==> config.mk <==
export PLATFORM = sky130hd
export DESIGN_NAME = cpu_bus_host_port
export DESIGN_NICKNAME = d
export VERILOG_FILES = /design/src/cpu_bus_host_port.v /design/src/reg_store.v
export VERILOG_INCLUDE_DIRS = /design/src
export SDC_FILE = /design/constraint.sdc
export NUM_CORES = 1
export LEC_CHECK = 0
export BUFFER_PORTS_ARGS = -buffer_cell sky130_fd_sc_hd__buf_2
export CAP_MARGIN = 20
export CORE_UTILIZATION = 49
export CTS_CLUSTER_DIAMETER = 30
export DETAILED_ROUTE_END_ITERATION = 6
export GPL_ROUTABILITY_DRIVEN = 1
export HOLD_SLACK_MARGIN = 0.06
export MAX_ROUTING_LAYER = met4
export PLACE_DENSITY_LB_ADDON = 0.08
export SYNTH_ARGS = -nofsm -noshare
export SYNTH_HDL_FRONTEND = slang
export SYNTH_SLANG_ARGS = --single-unit
==> constraint.sdc <==
create_clock -name core_clk -period 2.8 [get_ports core_clk]
set_input_delay 0.14 -clock core_clk [delete_from_list [all_inputs] [get_ports core_clk]]
set_output_delay 0.14 -clock core_clk [all_outputs]
set_load 0.01 [all_outputs]
==> src/host_port_consts.vh <==
`ifndef HOST_PORT_CONSTS_VH
`define HOST_PORT_CONSTS_VH
// Address of the DMA buffer register within the 7-bit map.
`define DMA_BUFFER_ADDR     7'h00
// Service acknowledge address; unused, the port decodes service acknowledge cycles without the address.
`define SVC_ACK_ADDR        7'h7F
// Width of the register address.
`define ADDR_WIDTH          7
// Byte width and bus width.
`define BYTE_WIDTH          8
`define BUS_WIDTH           16
// Reset levels of the parallel side outputs.
`define RST_HOST_BUSY_REPLY 1'b0
`define RST_STROBE_REPLY    1'b1
`define RST_ACK_DATA_REQ    1'b0
`define RST_EXT_FLAG        1'b0
`define RST_DATA_AVAIL_N    1'b1
`define RST_BUF_DIRECTION   1'b1
`define RST_BUF_ENABLE      1'b0
// Register file depth, one 8-bit word per address.
`define REG_DEPTH           128
`endif

==> src/cpu_bus_host_port.v <==
// Notes on behaviour
// - Seven-bit address with select and strobe picks a register; service acknowledge is decoded from its own line, not the address.
// - Lane order high: first byte on bits 15:8, second on 7:0.
// - Lane order low: first byte on bits 7:0, second on 15:8.
// - Lane order affects only DMA transfers and DMA buffer writes.
// - Register handshake runs on input clock halved, DMA logic on the full clock; halved clock driven out.
// - Register cycle starts only with chip select and data strobe low.
// - Only DMA and DMA buffer writes move a full sixteen-bit word over the bus lines.
// - Other register writes store only bits 7:0.
// - Register reads drive the byte on both lanes.
// - Transfer acknowledge drives high briefly, then releases.
// - Service request only pulls low or floats.
// - Data strobe latches or enables data in register cycles, ignored in DMA.
// - Acknowledge marks completion, never asserted in DMA cycles.
// - DMA request set by FIFO need while enabled and held; drops at acknowledge fall when last, or when DMA disabled.
`timescale 1ns/100ps
`default_nettype none
`include "host_port_consts.vh"
module cpu_bus_host_port (
	input  wire        core_clk,               // Input clock.
	input  wire        rst,                    // Asynchronous reset, active high.
	output wire        half_clk,               // Halved clock output.
	input  wire [6:0]  reg_addr,               // Register address.
	input  wire        chip_select_n,          // Chip select, active low.
	input  wire        data_strobe_n,          // Data strobe, active low.
	input  wire        read_write,             // High read, low write.
	input  wire        lane_order_select,      // Byte lane order select.
	input  wire [15:0] host_data_bus_in,       // Data bus input.
	output reg  [15:0] host_data_bus_out,      // Data bus output.
	output wire        host_data_bus_oe,       // Data bus output enable.
	output wire        transfer_acknowledge_n_out, // Acknowledge level.
	output wire        transfer_acknowledge_n_oe,  // Acknowledge drive enable.
	output reg         dma_request_n,          // DMA request, active low.
	input  wire        dma_acknowledge_n,      // DMA acknowledge, active low.
	input  wire        dma_enable_bit,         // DMA enabled.
	input  wire        dma_to_memory,          // DMA direction, high toward memory.
	input  wire        fifo_wants_transfer,    // FIFO calls for a transfer.
	input  wire        fifo_last_transfer,     // No transfer may follow this one.
	input  wire [15:0] dma_read_word,          // Two bytes from the FIFO, first in [7:0].
	output reg  [15:0] dma_write_word,         // Two bytes to the FIFO, first in [7:0].
	output reg         dma_write_strobe,       // Pulse with a DMA word for the FIFO.
	input  wire        service_pending,        // Parallel side wants service.
	output wire        service_request_n_out,  // Service request level (always low).
	output wire        service_request_n_oe,   // Service request pull-down enable.
	input  wire        service_acknowledge_n,  // Service acknowledge, active low.
	input  wire        daisy_grant_n,          // Daisy grant, active low.
	output reg         daisy_pass_n,           // Daisy pass, active low.
	output reg         host_busy_reply,        // Parallel reply line.
	output reg         strobe_reply,           // Parallel strobe reply.
	output reg         acknowledge_data_request, // Parallel ack line.
	output reg         extension_flag,         // Parallel extension flag.
	output reg         data_available_n,       // Parallel data available.
	output reg         buffer_direction,       // External buffer direction.
	output reg         buffer_enable,          // External buffer enable.
	output wire        cable_data_lines_oe,    // Cable data drive enable.
	output wire        general_purpose_lines_oe // General lines drive enable.
);
	localparam ST_IDLE = 2'b00;
	localparam ST_DONE = 2'b01;
	localparam ST_REL  = 2'b10;
	localparam ST_WAIT = 2'b11;

	reg        half;
	reg        half_d;
	reg [1:0]  state;
	reg        ack_drive;
	reg        ack_low;
	reg        bus_drive;
	reg        wr_en;
	reg [7:0]  wr_byte;
	reg        dma_ack_d;
	wire [7:0] rd_byte;
	wire       tick = half & ~half_d;
	wire       dma_active = ~dma_acknowledge_n;
	wire       reg_cycle = ~chip_select_n & ~data_strobe_n & dma_acknowledge_n;
	wire       svc_cycle = ~service_acknowledge_n & ~daisy_grant_n & ~data_strobe_n;
	wire       is_dma_buffer_register = (reg_addr == `DMA_BUFFER_ADDR);
	wire [15:0] lane_in = lane_order_select ?
		{host_data_bus_in[7:0], host_data_bus_in[15:8]} : host_data_bus_in;

	// Register handshake pace is the input clock halved, also sent out as a pin.
	always @(posedge core_clk or posedge rst) begin
		if (rst) begin
			half   <= 1'b0;
			half_d <= 1'b0;
		end else begin
			half   <= ~half;
			half_d <= half;
		end
	end
	assign half_clk = half;

	reg_store #(.AW(`ADDR_WIDTH), .DW(`BYTE_WIDTH)) u_store (
		.clk   (core_clk),
		.we    (wr_en),
		.waddr (reg_addr),
		.wdata (wr_byte),
		.raddr (reg_addr),
		.rdata (rd_byte)
	);

	// Register cycle handshake: decode, complete, drive acknowledge high, release.
	// Stepping only on the halved tick keeps the timing of the original device.
	always @(posedge core_clk or posedge rst) begin
		if (rst) begin
			state     <= ST_IDLE;
			ack_drive <= 1'b0;
			ack_low   <= 1'b0;
			bus_drive <= 1'b0;
			wr_en     <= 1'b0;
			wr_byte   <= 8'h00;
			host_data_bus_out <= 16'h0000;
			daisy_pass_n <= 1'b1;
		end else begin
			wr_en <= 1'b0;
			daisy_pass_n <= ~(svc_cycle & ~service_pending);
			if (tick) begin
				case (state)
				ST_IDLE: begin
					if (reg_cycle) begin
						if (read_write) begin
							bus_drive <= 1'b1;
						end else begin
							wr_en   <= 1'b1;
							wr_byte <= host_data_bus_in[7:0];
						end
						state <= ST_WAIT;
					end
				end
				ST_WAIT: begin
					host_data_bus_out <= {rd_byte, rd_byte};
					ack_drive <= 1'b1;
					ack_low   <= 1'b1;
					state     <= ST_DONE;
				end
				ST_DONE: begin
					if (data_strobe_n | chip_select_n) begin
						ack_low   <= 1'b0;
						bus_drive <= 1'b0;
						state     <= ST_REL;
					end
				end
				ST_REL: begin
					ack_drive <= 1'b0;
					state     <= ST_IDLE;
				end
				default: state <= ST_IDLE;
				endcase
			end
			if (dma_active & dma_to_memory) begin
				host_data_bus_out <= lane_order_select ?
					{dma_read_word[7:0], dma_read_word[15:8]} : dma_read_word;
			end
		end
	end
	assign transfer_acknowledge_n_out = ~ack_low;
	assign transfer_acknowledge_n_oe  = ack_drive & ~dma_active;
	assign host_data_bus_oe = (bus_drive & reg_cycle & read_write)
		| (dma_active & dma_to_memory);

	// DMA request and the sixteen-bit write path toward the FIFO.
	always @(posedge core_clk or posedge rst) begin
		if (rst) begin
			dma_request_n    <= 1'b1;
			dma_ack_d        <= 1'b1;
			dma_write_word   <= 16'h0000;
			dma_write_strobe <= 1'b0;
		end else begin
			dma_ack_d        <= dma_acknowledge_n;
			dma_write_strobe <= 1'b0;
			if (dma_ack_d & ~dma_acknowledge_n & fifo_last_transfer) begin
				dma_request_n <= 1'b1;
			end else if (dma_enable_bit & fifo_wants_transfer & dma_acknowledge_n) begin
				dma_request_n <= 1'b0;
			end else if (~dma_enable_bit) begin
				dma_request_n <= 1'b1;
			end
			if ((dma_ack_d & ~dma_acknowledge_n & ~dma_to_memory)
				| (tick & state == ST_IDLE & reg_cycle & ~read_write & is_dma_buffer_register)) begin
				dma_write_word   <= lane_in;
				dma_write_strobe <= 1'b1;
			end
		end
	end

	// Service request only ever pulls low.
	assign service_request_n_out = 1'b0;
	assign service_request_n_oe  = service_pending & ~rst;

	// Parallel side outputs always hold their reset levels; no protocol logic drives them.
	always @(posedge core_clk or posedge rst) begin
		if (rst) begin
			host_busy_reply          <= `RST_HOST_BUSY_REPLY;
			strobe_reply             <= `RST_STROBE_REPLY;
			acknowledge_data_request <= `RST_ACK_DATA_REQ;
			extension_flag           <= `RST_EXT_FLAG;
			data_available_n         <= `RST_DATA_AVAIL_N;
			buffer_direction         <= `RST_BUF_DIRECTION;
			buffer_enable            <= `RST_BUF_ENABLE;
		end else begin
			host_busy_reply          <= `RST_HOST_BUSY_REPLY;
			strobe_reply             <= `RST_STROBE_REPLY;
			acknowledge_data_request <= `RST_ACK_DATA_REQ;
			extension_flag           <= `RST_EXT_FLAG;
			data_available_n         <= `RST_DATA_AVAIL_N;
			buffer_direction         <= `RST_BUF_DIRECTION;
			buffer_enable            <= `RST_BUF_ENABLE;
		end
	end
	assign cable_data_lines_oe      = 1'b0;
	assign general_purpose_lines_oe = 1'b0;
endmodule // cpu_bus_host_port
`default_nettype wire

==> src/reg_store.v <==
`timescale 1ns/100ps
`default_nettype none
// Small register store; read data come out of a flip-flop.
module reg_store #(
	parameter AW = 7,
	parameter DW = 8
) (
	input  wire          clk,     // Internal clock.
	input  wire          we,      // Write strobe.
	input  wire [AW-1:0] waddr,   // Write address.
	input  wire [DW-1:0] wdata,   // Write data.
	input  wire [AW-1:0] raddr,   // Read address.
	output reg  [DW-1:0] rdata    // Registered read data.
);
	reg [DW-1:0] mem [0:(1<<AW)-1];

	// Write and registered read on the same edge.
	always @(posedge clk) begin
		if (we) begin
			mem[waddr] <= wdata;
		end
		rdata <= mem[raddr];
	end
endmodule // reg_store
`default_nettype wire
==> results of run 1 <==
[cell families (layout without fill, tap and decap cells)]
family	Yosys count	count (layout)	share of synthesized area
flops	1084	1084	0.763
simple gates	207	207	0.0209
mux	385	385	0.191
compound gates	65	65	0.0100
other cells	2	15	0.000178
buf+inv	125	753	0.0130
fa+ha+maj	5	5	0.00148
[report_power, final]
group	leakage, nW	switching (mW)	internal, mW	total (mW)
clock network	3.24	8.27	15.6	23.9
logic	4.97	2.22	1.31	3.52
registers	10.1	0.891	19.6	20.5
total	18.3	11.4	36.6	48.0
[per-stage QoR]
| step | instances | hold slack [ns] |
|---|---|---|
| finish | 3658 | 0.121 |
| global route | 3657 | 0.109 |
| CTS | 3653 | 0.0675 |
| detailed placement | 3238 | 0.307 |
| global placement | 3238 | 0.299 |
| floorplan | 1881 | 0.144 |
[worst max path at each step]
stage               slack (ns)          startpoint            endpoint  cells past startpoint
floorplan                 0.18         reg_addr[2]  u_store.mem[29][0]                      8
global placement         -0.09         reg_addr[0]    u_store.rdata[6]                      7
detailed placement       -0.09         reg_addr[0]    u_store.rdata[6]                      7
CTS                       0.33  u_store.mem[47][5]    u_store.rdata[5]                      4
global route              0.11            state[0]  dma_write_word[15]                      6
finish                    0.32            state[0]   dma_write_word[8]                      6
[worst max-delay path, delay by kind of cell (launching register included)]
kind                       cells  cell delay (ns)
DFF                            1             0.41
buffers and inverters          1             0.12
adders and majority gates      1             0.24
and+or+nand+nor                2             0.63
AOI/OAI and AO/OA              2             0.89
[layout by cell type (no fill, tap or decap), types with 19 or more instances in the layout]
master / synthesis / final
buf_12: 0 / 45
edfxtp_1: 1024 / 1024
o21ai_0: 22 / 22
nand2_1: 28 / 28
clkinv_2: 0 / 25
dfrtp_1: 49 / 41
nor2_1: 137 / 137
clkinvlp_4: 0 / 29
mux4_2: 336 / 336
clkbuf_16: 0 / 194
buf_4: 10 / 195
dlygate4sd3_1: 0 / 53
mux2i_1: 32 / 32
bufinv_16: 0 / 29
clkinv_4: 0 / 19
buf_2: 28 / 88
[flip-flops by register name, summed over array words and instances, names as in the netlist, 2 cells and up]
| register | cells |
|---|---|
| u_store.mem | 1024 |
| dma_write_word | 16 |
| host_data_bus_out | 16 |
| u_store.rdata | 8 |
| wr_byte | 8 |
| state | 2 |
[metal layers]
layer  vias up  share of wire  GRT usage
met4         0          0.020     0.0746
met5         -              0          -
met2       718           0.48      0.378
met1     11200           0.43      0.346
met3       139          0.072     0.0634
li1       8886              -          -
[area by class of cell]
| type | instances | area [sq um] | area share |
|---|---|---|---|
| Clock buffer | 215 | 4970 | 0.0932 |
| Sequential cell | 1084 | 32200 | 0.604 |
| Inverter | 8 | 30.0 | 0.000562 |
| Clock inverter | 147 | 1840 | 0.0344 |
| Antenna cell | 5 | 12.5 | 0.000234 |
| Tap cell | 1144 | 1430 | 0.0268 |
| Timing Repair Buffer | 383 | 3370 | 0.0630 |
| Multi-Input combinational cell | 672 | 9490 | 0.178 |
[timing repair]
action,4_1_cts,5_1_grt
hold endpoints to repair,90,0
hold buffers,53,0
setup endpoints to repair,0,0
==> metrics.txt, run 1 <==
# TYPE chip_impl_metric gauge
chip_impl_metric{name="floorplan.core_area",unit="sq um"} 85300
chip_impl_metric{name="netlist_instances",unit=""} 1873
chip_impl_info{name="outcome",value="complete, no violations"} 1
chip_impl_metric{name="synth_top_area_share",unit=""} 0.728
chip_impl_metric{name="nFillCells",unit=""} 5810
chip_impl_metric{name="cts.clk_slew.worst_paths",unit="ns"} 0.05
chip_impl_metric{name="grt_antenna_before_repair",unit=""} 6
chip_impl_metric{name="synth-seq-cells",unit=""} 1084
chip_impl_metric{name="power_density",unit="nW/um^2"} 898
chip_impl_metric{name="maximum_buffer_depth_of_the_clock_tree",unit=""} 3
chip_impl_info{name="synth-main-ff-cell",value="edfxtp_1"} 1
chip_impl_info{name="yosysMostFrequentCell",value="edfxtp_1"} 1
chip_impl_metric{name="clkSinkCount",unit=""} 1084
chip_impl_info{name="timing.hold.worst.class",value="primary input to async pin"} 1
chip_impl_metric{name="fin_util",unit=""} 0.626
chip_impl_metric{name="upper_clock_frequency_limit",unit="GHz"} 0.404
chip_impl_metric{name="drv_slew",unit=""} 0
chip_impl_metric{name="worst_slack",unit="ns"} 0.322
chip_impl_metric{name="crit_fanout",unit=""} 33
chip_impl_metric{name="die_h",unit="um"} 296
chip_impl_metric{name="number_of_drc_violations_after_detailed_routing",unit=""} 0
chip_impl_metric{name="design_area",unit="sq um"} 53400
chip_impl_metric{name="drive_gt1_frac",unit=""} 0.411
chip_impl_metric{name="grtUsageTotal",unit=""} 0.253
chip_impl_metric{name="final-setup-viol-count",unit=""} 0
chip_impl_metric{name="period_needed",unit="ns"} 2.48
chip_impl_metric{name="clk-insertion-delay-late",unit="ns"} 0.76
chip_impl_info{name="crit_path_top_delay_cell",value="o41a_1"} 1
chip_impl_metric{name="ios",unit=""} 103
chip_impl_metric{name="postCtsResizedCells",unit=""} 0
chip_impl_metric{name="syn_area_per_cell",unit="sq um"} 22.5
chip_impl_metric{name="routed_wl",unit="um"} 104000
chip_impl_metric{name="yosysSeqAreaShare",unit=""} 0.763
chip_impl_metric{name="syn2layout_area_growth",unit="%"} 26.4
chip_impl_metric{name="num_vias",unit=""} 21000
chip_impl_metric{name="grt_remaining_overflow",unit=""} 0
chip_impl_metric{name="postRouteAntennaNets",unit=""} 0
chip_impl_info{name="path_cells",value="inv_1 -> ha_1 -> or4bb_1 -> o41a_1 -> nand2_1 -> o21ai_0"} 1
chip_impl_metric{name="post_detailed_route_via_to_cell_ratio",unit=""} 5.74
chip_impl_metric{name="design.final.nets",unit=""} 2400
chip_impl_info{name="post_synth_main_area_contributors",value="edfxtp_1 73%, mux4_2 18%, dfrtp_1 2.9%"} 1
chip_impl_metric{name="fin_setup_tns",unit="ns"} 0
chip_impl_metric{name="h_tree_levels",unit=""} 4
chip_impl_metric{name="pre_cts_slack",unit="ns"} -0.0899
chip_impl_metric{name="number_of_buffers_created_by_cts",unit=""} 193
chip_impl_metric{name="max_cap_viol_count",unit=""} 0
chip_impl_metric{name="synth.cell_area",unit="sq um"} 42200
chip_impl_metric{name="wire_length_of_the_first_global_routing_pass",unit="um"} 150000
chip_impl_metric{name="irDropWorstVdd",unit="uV"} 850
chip_impl_metric{name="crit_path_max_incr_delay",unit="ns"} 0.78
chip_impl_metric{name="leakagePower",unit="nW"} 18.3
chip_impl_metric{name="final-hold-violation-count",unit=""} 0
chip_impl_metric{name="dpl_wire_length",unit="um"} 65000
chip_impl_metric{name="clock_skew",unit="ns"} 0.0203
chip_impl_metric{name="cp.required",unit="ns"} 3.38
chip_impl_metric{name="max_slew.worst_pin.slew",unit="ns"} 1.04
chip_impl_info{name="cts-root-buf",value="clkbuf_16"} 1
chip_impl_metric{name="ys_warn_count",unit=""} 0
chip_impl_metric{name="worst-endpoint-arrival",unit="ns"} 3.05
chip_impl_info{name="timing.critical_path.from_type",value="flip-flop"} 1
chip_impl_info{name="cp-end-kind",value="flip-flop"} 1
chip_impl_metric{name="die_w",unit="um"} 296
chip_impl_metric{name="place_congestion",unit=""} 0.831
chip_impl_metric{name="postCtsSetupRepairBufs",unit=""} 0
chip_impl_metric{name="dpl-instance-area",unit="sq um"} 46000
chip_impl_metric{name="std_cell_rows",unit=""} 107
chip_impl_info{name="netlist.top_cell.by_area",value="edfxtp_1"} 1
chip_impl_metric{name="relSlewSlack",unit=""} 0.305
chip_impl_metric{name="count_of_flip_flops_with_a_built_in_enable_after_synthesis",unit=""} 1024
chip_impl_info{name="worst_r2r_endpoint",value="dma_write_word[8]"} 1
chip_impl_metric{name="place.port_buffers",unit=""} 92
chip_impl_metric{name="route.detailed.wl_per_inst",unit="um"} 28.3
chip_impl_info{name="synth_common_cells",value="1024 x edfxtp_1, 336 x mux4_2, 137 x nor2_1"} 1
chip_impl_metric{name="synth_async_sr_flop_share",unit=""} 0.0480
chip_impl_metric{name="drt-initial-drc-count",unit=""} 1885
chip_impl_metric{name="floorplan.initialDensity",unit=""} 0.495
chip_impl_metric{name="ff2ff_setup_slack",unit="ns"} 0.32
chip_impl_info{name="tritoncts",value="yes"} 1
chip_impl_metric{name="crit_share_post_route",unit=""} 0.885
chip_impl_info{name="timing.rr.start",value="state[0]"} 1
chip_impl_metric{name="grt_pass1_vias",unit=""} 22000
chip_impl_info{name="unrepaired_setup_endpoints_after_global_routing",value="no"} 1
chip_impl_metric{name="netlist-cell-type-count",unit=""} 37
chip_impl_info{name="timing_worst_setup_path_type",value="flip-flop to flip-flop"} 1
chip_impl_metric{name="power.total",unit="mW"} 48.0
chip_impl_metric{name="die-area",unit="sq um"} 87300
chip_impl_metric{name="maximum_number_of_pins_on_one_net_before_global_route_repair",unit=""} 130
chip_impl_metric{name="worst-r2r-cell-count",unit=""} 6
chip_impl_metric{name="detailedRoute.firstPassIterationCount",unit=""} 7
Note: power is estimated with default switching activity, not from simulation.
==> run 2, diff against run 1 <==
--- a/config.mk
+++ b/config.mk
@@ -14,7 +14,6 @@
 export GPL_ROUTABILITY_DRIVEN = 1
 export HOLD_SLACK_MARGIN = 0.06
 export MAX_ROUTING_LAYER = met4
-export PLACE_DENSITY_LB_ADDON = 0.08
 export SYNTH_ARGS = -nofsm -noshare
 export SYNTH_HDL_FRONTEND = slang
 export SYNTH_SLANG_ARGS = --single-unit
==> run 2 against run 1 <==
Against the previous run:
- final cell count grew 0.36%
- setup slack better by 0.024 ns
- non-clock buffer count down 11
- critical path type unchanged
- first-iteration DRC count increased by 4.4%
- sequential cell count did not move
- global-route usage shrank 0.37 points
- combinational power fell by 1%
==> metrics.txt, run 2 (synthesized netlist as in run 1, its figures left out) <==
# TYPE chip_impl_metric gauge
chip_impl_metric{name="design.final.nets",unit=""} 2397
chip_impl_metric{name="number_of_drc_violations_after_detailed_routing",unit=""} 0
chip_impl_metric{name="nFillCells",unit=""} 5791
chip_impl_metric{name="cp.required",unit="ns"} 3.44
chip_impl_info{name="timing.rr.start",value="u_store.mem[124][4]"} 1
chip_impl_info{name="cp-end-kind",value="flip-flop"} 1
chip_impl_metric{name="std_cell_rows",unit=""} 107
chip_impl_info{name="path_cells",value="mux4_2 -> mux4_2 -> mux4_2 -> mux2_2"} 1
chip_impl_info{name="crit_path_top_delay_cell",value="mux4_2"} 1
chip_impl_info{name="setup.worst_path.end",value="u_store.rdata[4]"} 1
chip_impl_metric{name="worst-endpoint-arrival",unit="ns"} 3.10
chip_impl_metric{name="worst_slack",unit="ns"} 0.347
chip_impl_metric{name="number_of_buffers_created_by_cts",unit=""} 201
chip_impl_info{name="layout_top_registers",value="u_store.mem x1024, dma_write_word x16, host_data_bus_out x16"} 1
chip_impl_metric{name="floorplan.core_area",unit="sq um"} 85300
chip_impl_metric{name="num_vias",unit=""} 21100
chip_impl_metric{name="ios",unit=""} 103
chip_impl_metric{name="place.detailed.instances",unit=""} 3225
chip_impl_info{name="unrepaired_setup_endpoints_after_global_routing",value="no"} 1
chip_impl_metric{name="final-hold-violation-count",unit=""} 0
chip_impl_metric{name="drv_slew",unit=""} 0
chip_impl_metric{name="worst-r2r-cell-count",unit=""} 4
chip_impl_metric{name="max_slew.worst_pin.slew",unit="ns"} 0.941
chip_impl_metric{name="place.port_buffers",unit=""} 92
chip_impl_metric{name="cts.clk_slew.worst_paths",unit="ns"} 0.05
chip_impl_metric{name="die_h",unit="um"} 296
chip_impl_metric{name="routed_wl",unit="um"} 102000
chip_impl_info{name="worst_r2r_endpoint",value="u_store.rdata[4]"} 1
chip_impl_metric{name="max_cap_viol_count",unit=""} 0
chip_impl_metric{name="relSlewSlack",unit=""} 0.371
chip_impl_metric{name="grtUsageTotal",unit=""} 0.249
chip_impl_metric{name="largest_register_ffs",unit=""} 1024
chip_impl_metric{name="crit_path_max_incr_delay",unit="ns"} 0.59
chip_impl_metric{name="h_tree_levels",unit=""} 4
chip_impl_info{name="top_register",value="u_store.mem"} 1
chip_impl_metric{name="worstSetupPathDepth",unit=""} 4
chip_impl_metric{name="postRouteAntennaNets",unit=""} 0
chip_impl_metric{name="grt_antenna_before_repair",unit=""} 8
chip_impl_info{name="outcome",value="complete, no violations"} 1
chip_impl_metric{name="maximum_buffer_depth_of_the_clock_tree",unit=""} 3
chip_impl_metric{name="dpl_wire_length",unit="um"} 63300
chip_impl_info{name="layout_commonest_cell",value="edfxtp_1"} 1
chip_impl_metric{name="drive_gt1_frac",unit=""} 0.410
chip_impl_metric{name="floorplan.initialDensity",unit=""} 0.495
chip_impl_metric{name="crit_fanout",unit=""} 1
chip_impl_metric{name="maximum_number_of_pins_on_one_net_before_global_route_repair",unit=""} 88
chip_impl_metric{name="ff2ff_setup_slack",unit="ns"} 0.35
chip_impl_metric{name="clk-insertion-delay-late",unit="ns"} 0.77
chip_impl_metric{name="clock_skew",unit="ns"} 0.0214
chip_impl_info{name="timing_worst_setup_path_type",value="flip-flop to flip-flop"} 1
chip_impl_info{name="tritoncts",value="yes"} 1
chip_impl_metric{name="leakagePower",unit="nW"} 18.3
chip_impl_metric{name="pre_cts_slack",unit="ns"} -0.202
chip_impl_metric{name="post_cts_hold_buffers",unit=""} 55
chip_impl_metric{name="postCtsSetupRepairBufs",unit=""} 0
chip_impl_metric{name="timing.critical_path.buf_inv",unit=""} 0
chip_impl_metric{name="crit_share_post_route",unit=""} 0.876
chip_impl_metric{name="detailedRoute.firstPassIterationCount",unit=""} 6
chip_impl_metric{name="power_density",unit="nW/um^2"} 917
chip_impl_metric{name="syn2layout_area_growth",unit="%"} 26.5
chip_impl_info{name="timing.critical_path.from_type",value="flip-flop"} 1
chip_impl_metric{name="die-area",unit="sq um"} 87300
chip_impl_metric{name="grt_remaining_overflow",unit=""} 0
chip_impl_metric{name="grt_pass1_vias",unit=""} 21900
chip_impl_metric{name="drt-initial-drc-count",unit=""} 1968
chip_impl_metric{name="wire_length_of_the_first_global_routing_pass",unit="um"} 149000
chip_impl_metric{name="place_congestion",unit=""} 0.827
chip_impl_metric{name="period_needed",unit="ns"} 2.45
chip_impl_info{name="timing.hold.worst.class",value="primary input to flip-flop"} 1
chip_impl_metric{name="fin_setup_tns",unit="ns"} 0
chip_impl_metric{name="route.detailed.wl_per_inst",unit="um"} 27.9
chip_impl_metric{name="die_w",unit="um"} 296
chip_impl_metric{name="clkSinkCount",unit=""} 1084
chip_impl_metric{name="postCtsResizedCells",unit=""} 0
chip_impl_metric{name="upper_clock_frequency_limit",unit="GHz"} 0.408
chip_impl_info{name="critical_path.top_delay_family",value="multiplexers"} 1
chip_impl_info{name="layout.cells.most_common_list",value="1024 x edfxtp_1, 336 x mux4_2, 202 x clkbuf_16, 202 x buf_4, 137 x nor2_1"} 1
chip_impl_metric{name="post_layout_nonfiller_instances",unit=""} 3671
chip_impl_metric{name="final-setup-viol-count",unit=""} 0
chip_impl_info{name="cts-root-buf",value="clkbuf_16"} 1
chip_impl_metric{name="post_detailed_route_via_to_cell_ratio",unit=""} 5.75
chip_impl_metric{name="irDropWorstVdd",unit="uV"} 781
chip_impl_info{name="worst_setup_path_startpoint",value="u_store.mem[124][4]"} 1
chip_impl_info{name="cp_common_cell",value="mux4_2"} 1
chip_impl_metric{name="fin_util",unit=""} 0.626
chip_impl_metric{name="hold_ws",unit="ns"} 0.138
## run 2: cell types whose count changed in the layout (fill, tap and decap cells not counted), moves of 4 or more
cell / previous run / this run
diode_2: 5 / 9
bufinv_16: 29 / 34
clkinvlp_4: 29 / 23
clkbuf_16: 194 / 202
clkinv_2: 25 / 30
buf_12: 45 / 24
buf_4: 195 / 202
inv_6: 17 / 27
## run 2: power by group
group	total [mW]	internal, mW	switching [mW]
Combinational	3.47	1.28	2.20
Clock	25.0	16.6	8.36
Sequential	20.6	19.6	0.931
Total	49.0	37.5	11.5
## run 2: worst min path at each step
| stage | end | cells past startpoint | start |
|---|---|---|---|
| 4_1_cts | daisy_pass_n | 3 | daisy_grant_n |
| 6_report | daisy_pass_n | 3 | daisy_grant_n |
| 3_3_place_gp | host_data_bus_out[10] | 2 | rst |
| 5_1_grt | daisy_pass_n | 3 | daisy_grant_n |
| 2_1_floorplan | dma_ack_d | 0 | dma_acknowledge_n |
| 3_5_place_dp | dma_ack_d | 1 | dma_acknowledge_n |
## run 2: cell type report
type | count | area (sq um) | share of cell area
clock buffer | 226 | 5190 | 0.0973
antenna | 9 | 22.5 | 0.000422
timing repair buffer | 372 | 3050 | 0.0570
multi-input combinational | 672 | 9490 | 0.178
inverter | 8 | 30.0 | 0.000562
sequential | 1084 | 32200 | 0.604
clock inverter | 156 | 1940 | 0.0363
tap | 1144 | 1430 | 0.0268
## run 2: per-layer routing
layer | up-vias | GRT usage | routed length, um
met5 | - | - | 0
met4 | 0 | 0.0862 | 2400
met3 | 140 | 0.0667 | 8210
met2 | 891 | 0.380 | 49900
met1 | 11200 | 0.326 | 41800
li1 | 8914 | - | -
## run 2: through the flow
step / area (sq um) / total power [mW]
2_1_floorplan: 42200 / 22.3
3_3_place_gp: 45700 / 24.0
3_5_place_dp: 45700 / 24.3
4_1_cts: 53400 / 49.4
5_1_grt: 53400 / 50.4
6_report: 53400 / 49.0
## run 2: worst register-to-register path, cell delays in order (launching register included)
cell	delay [ns]
edfxtp_1	0.36
mux4_2	0.51
mux4_2	0.56
mux4_2	0.59
mux2_2	0.31
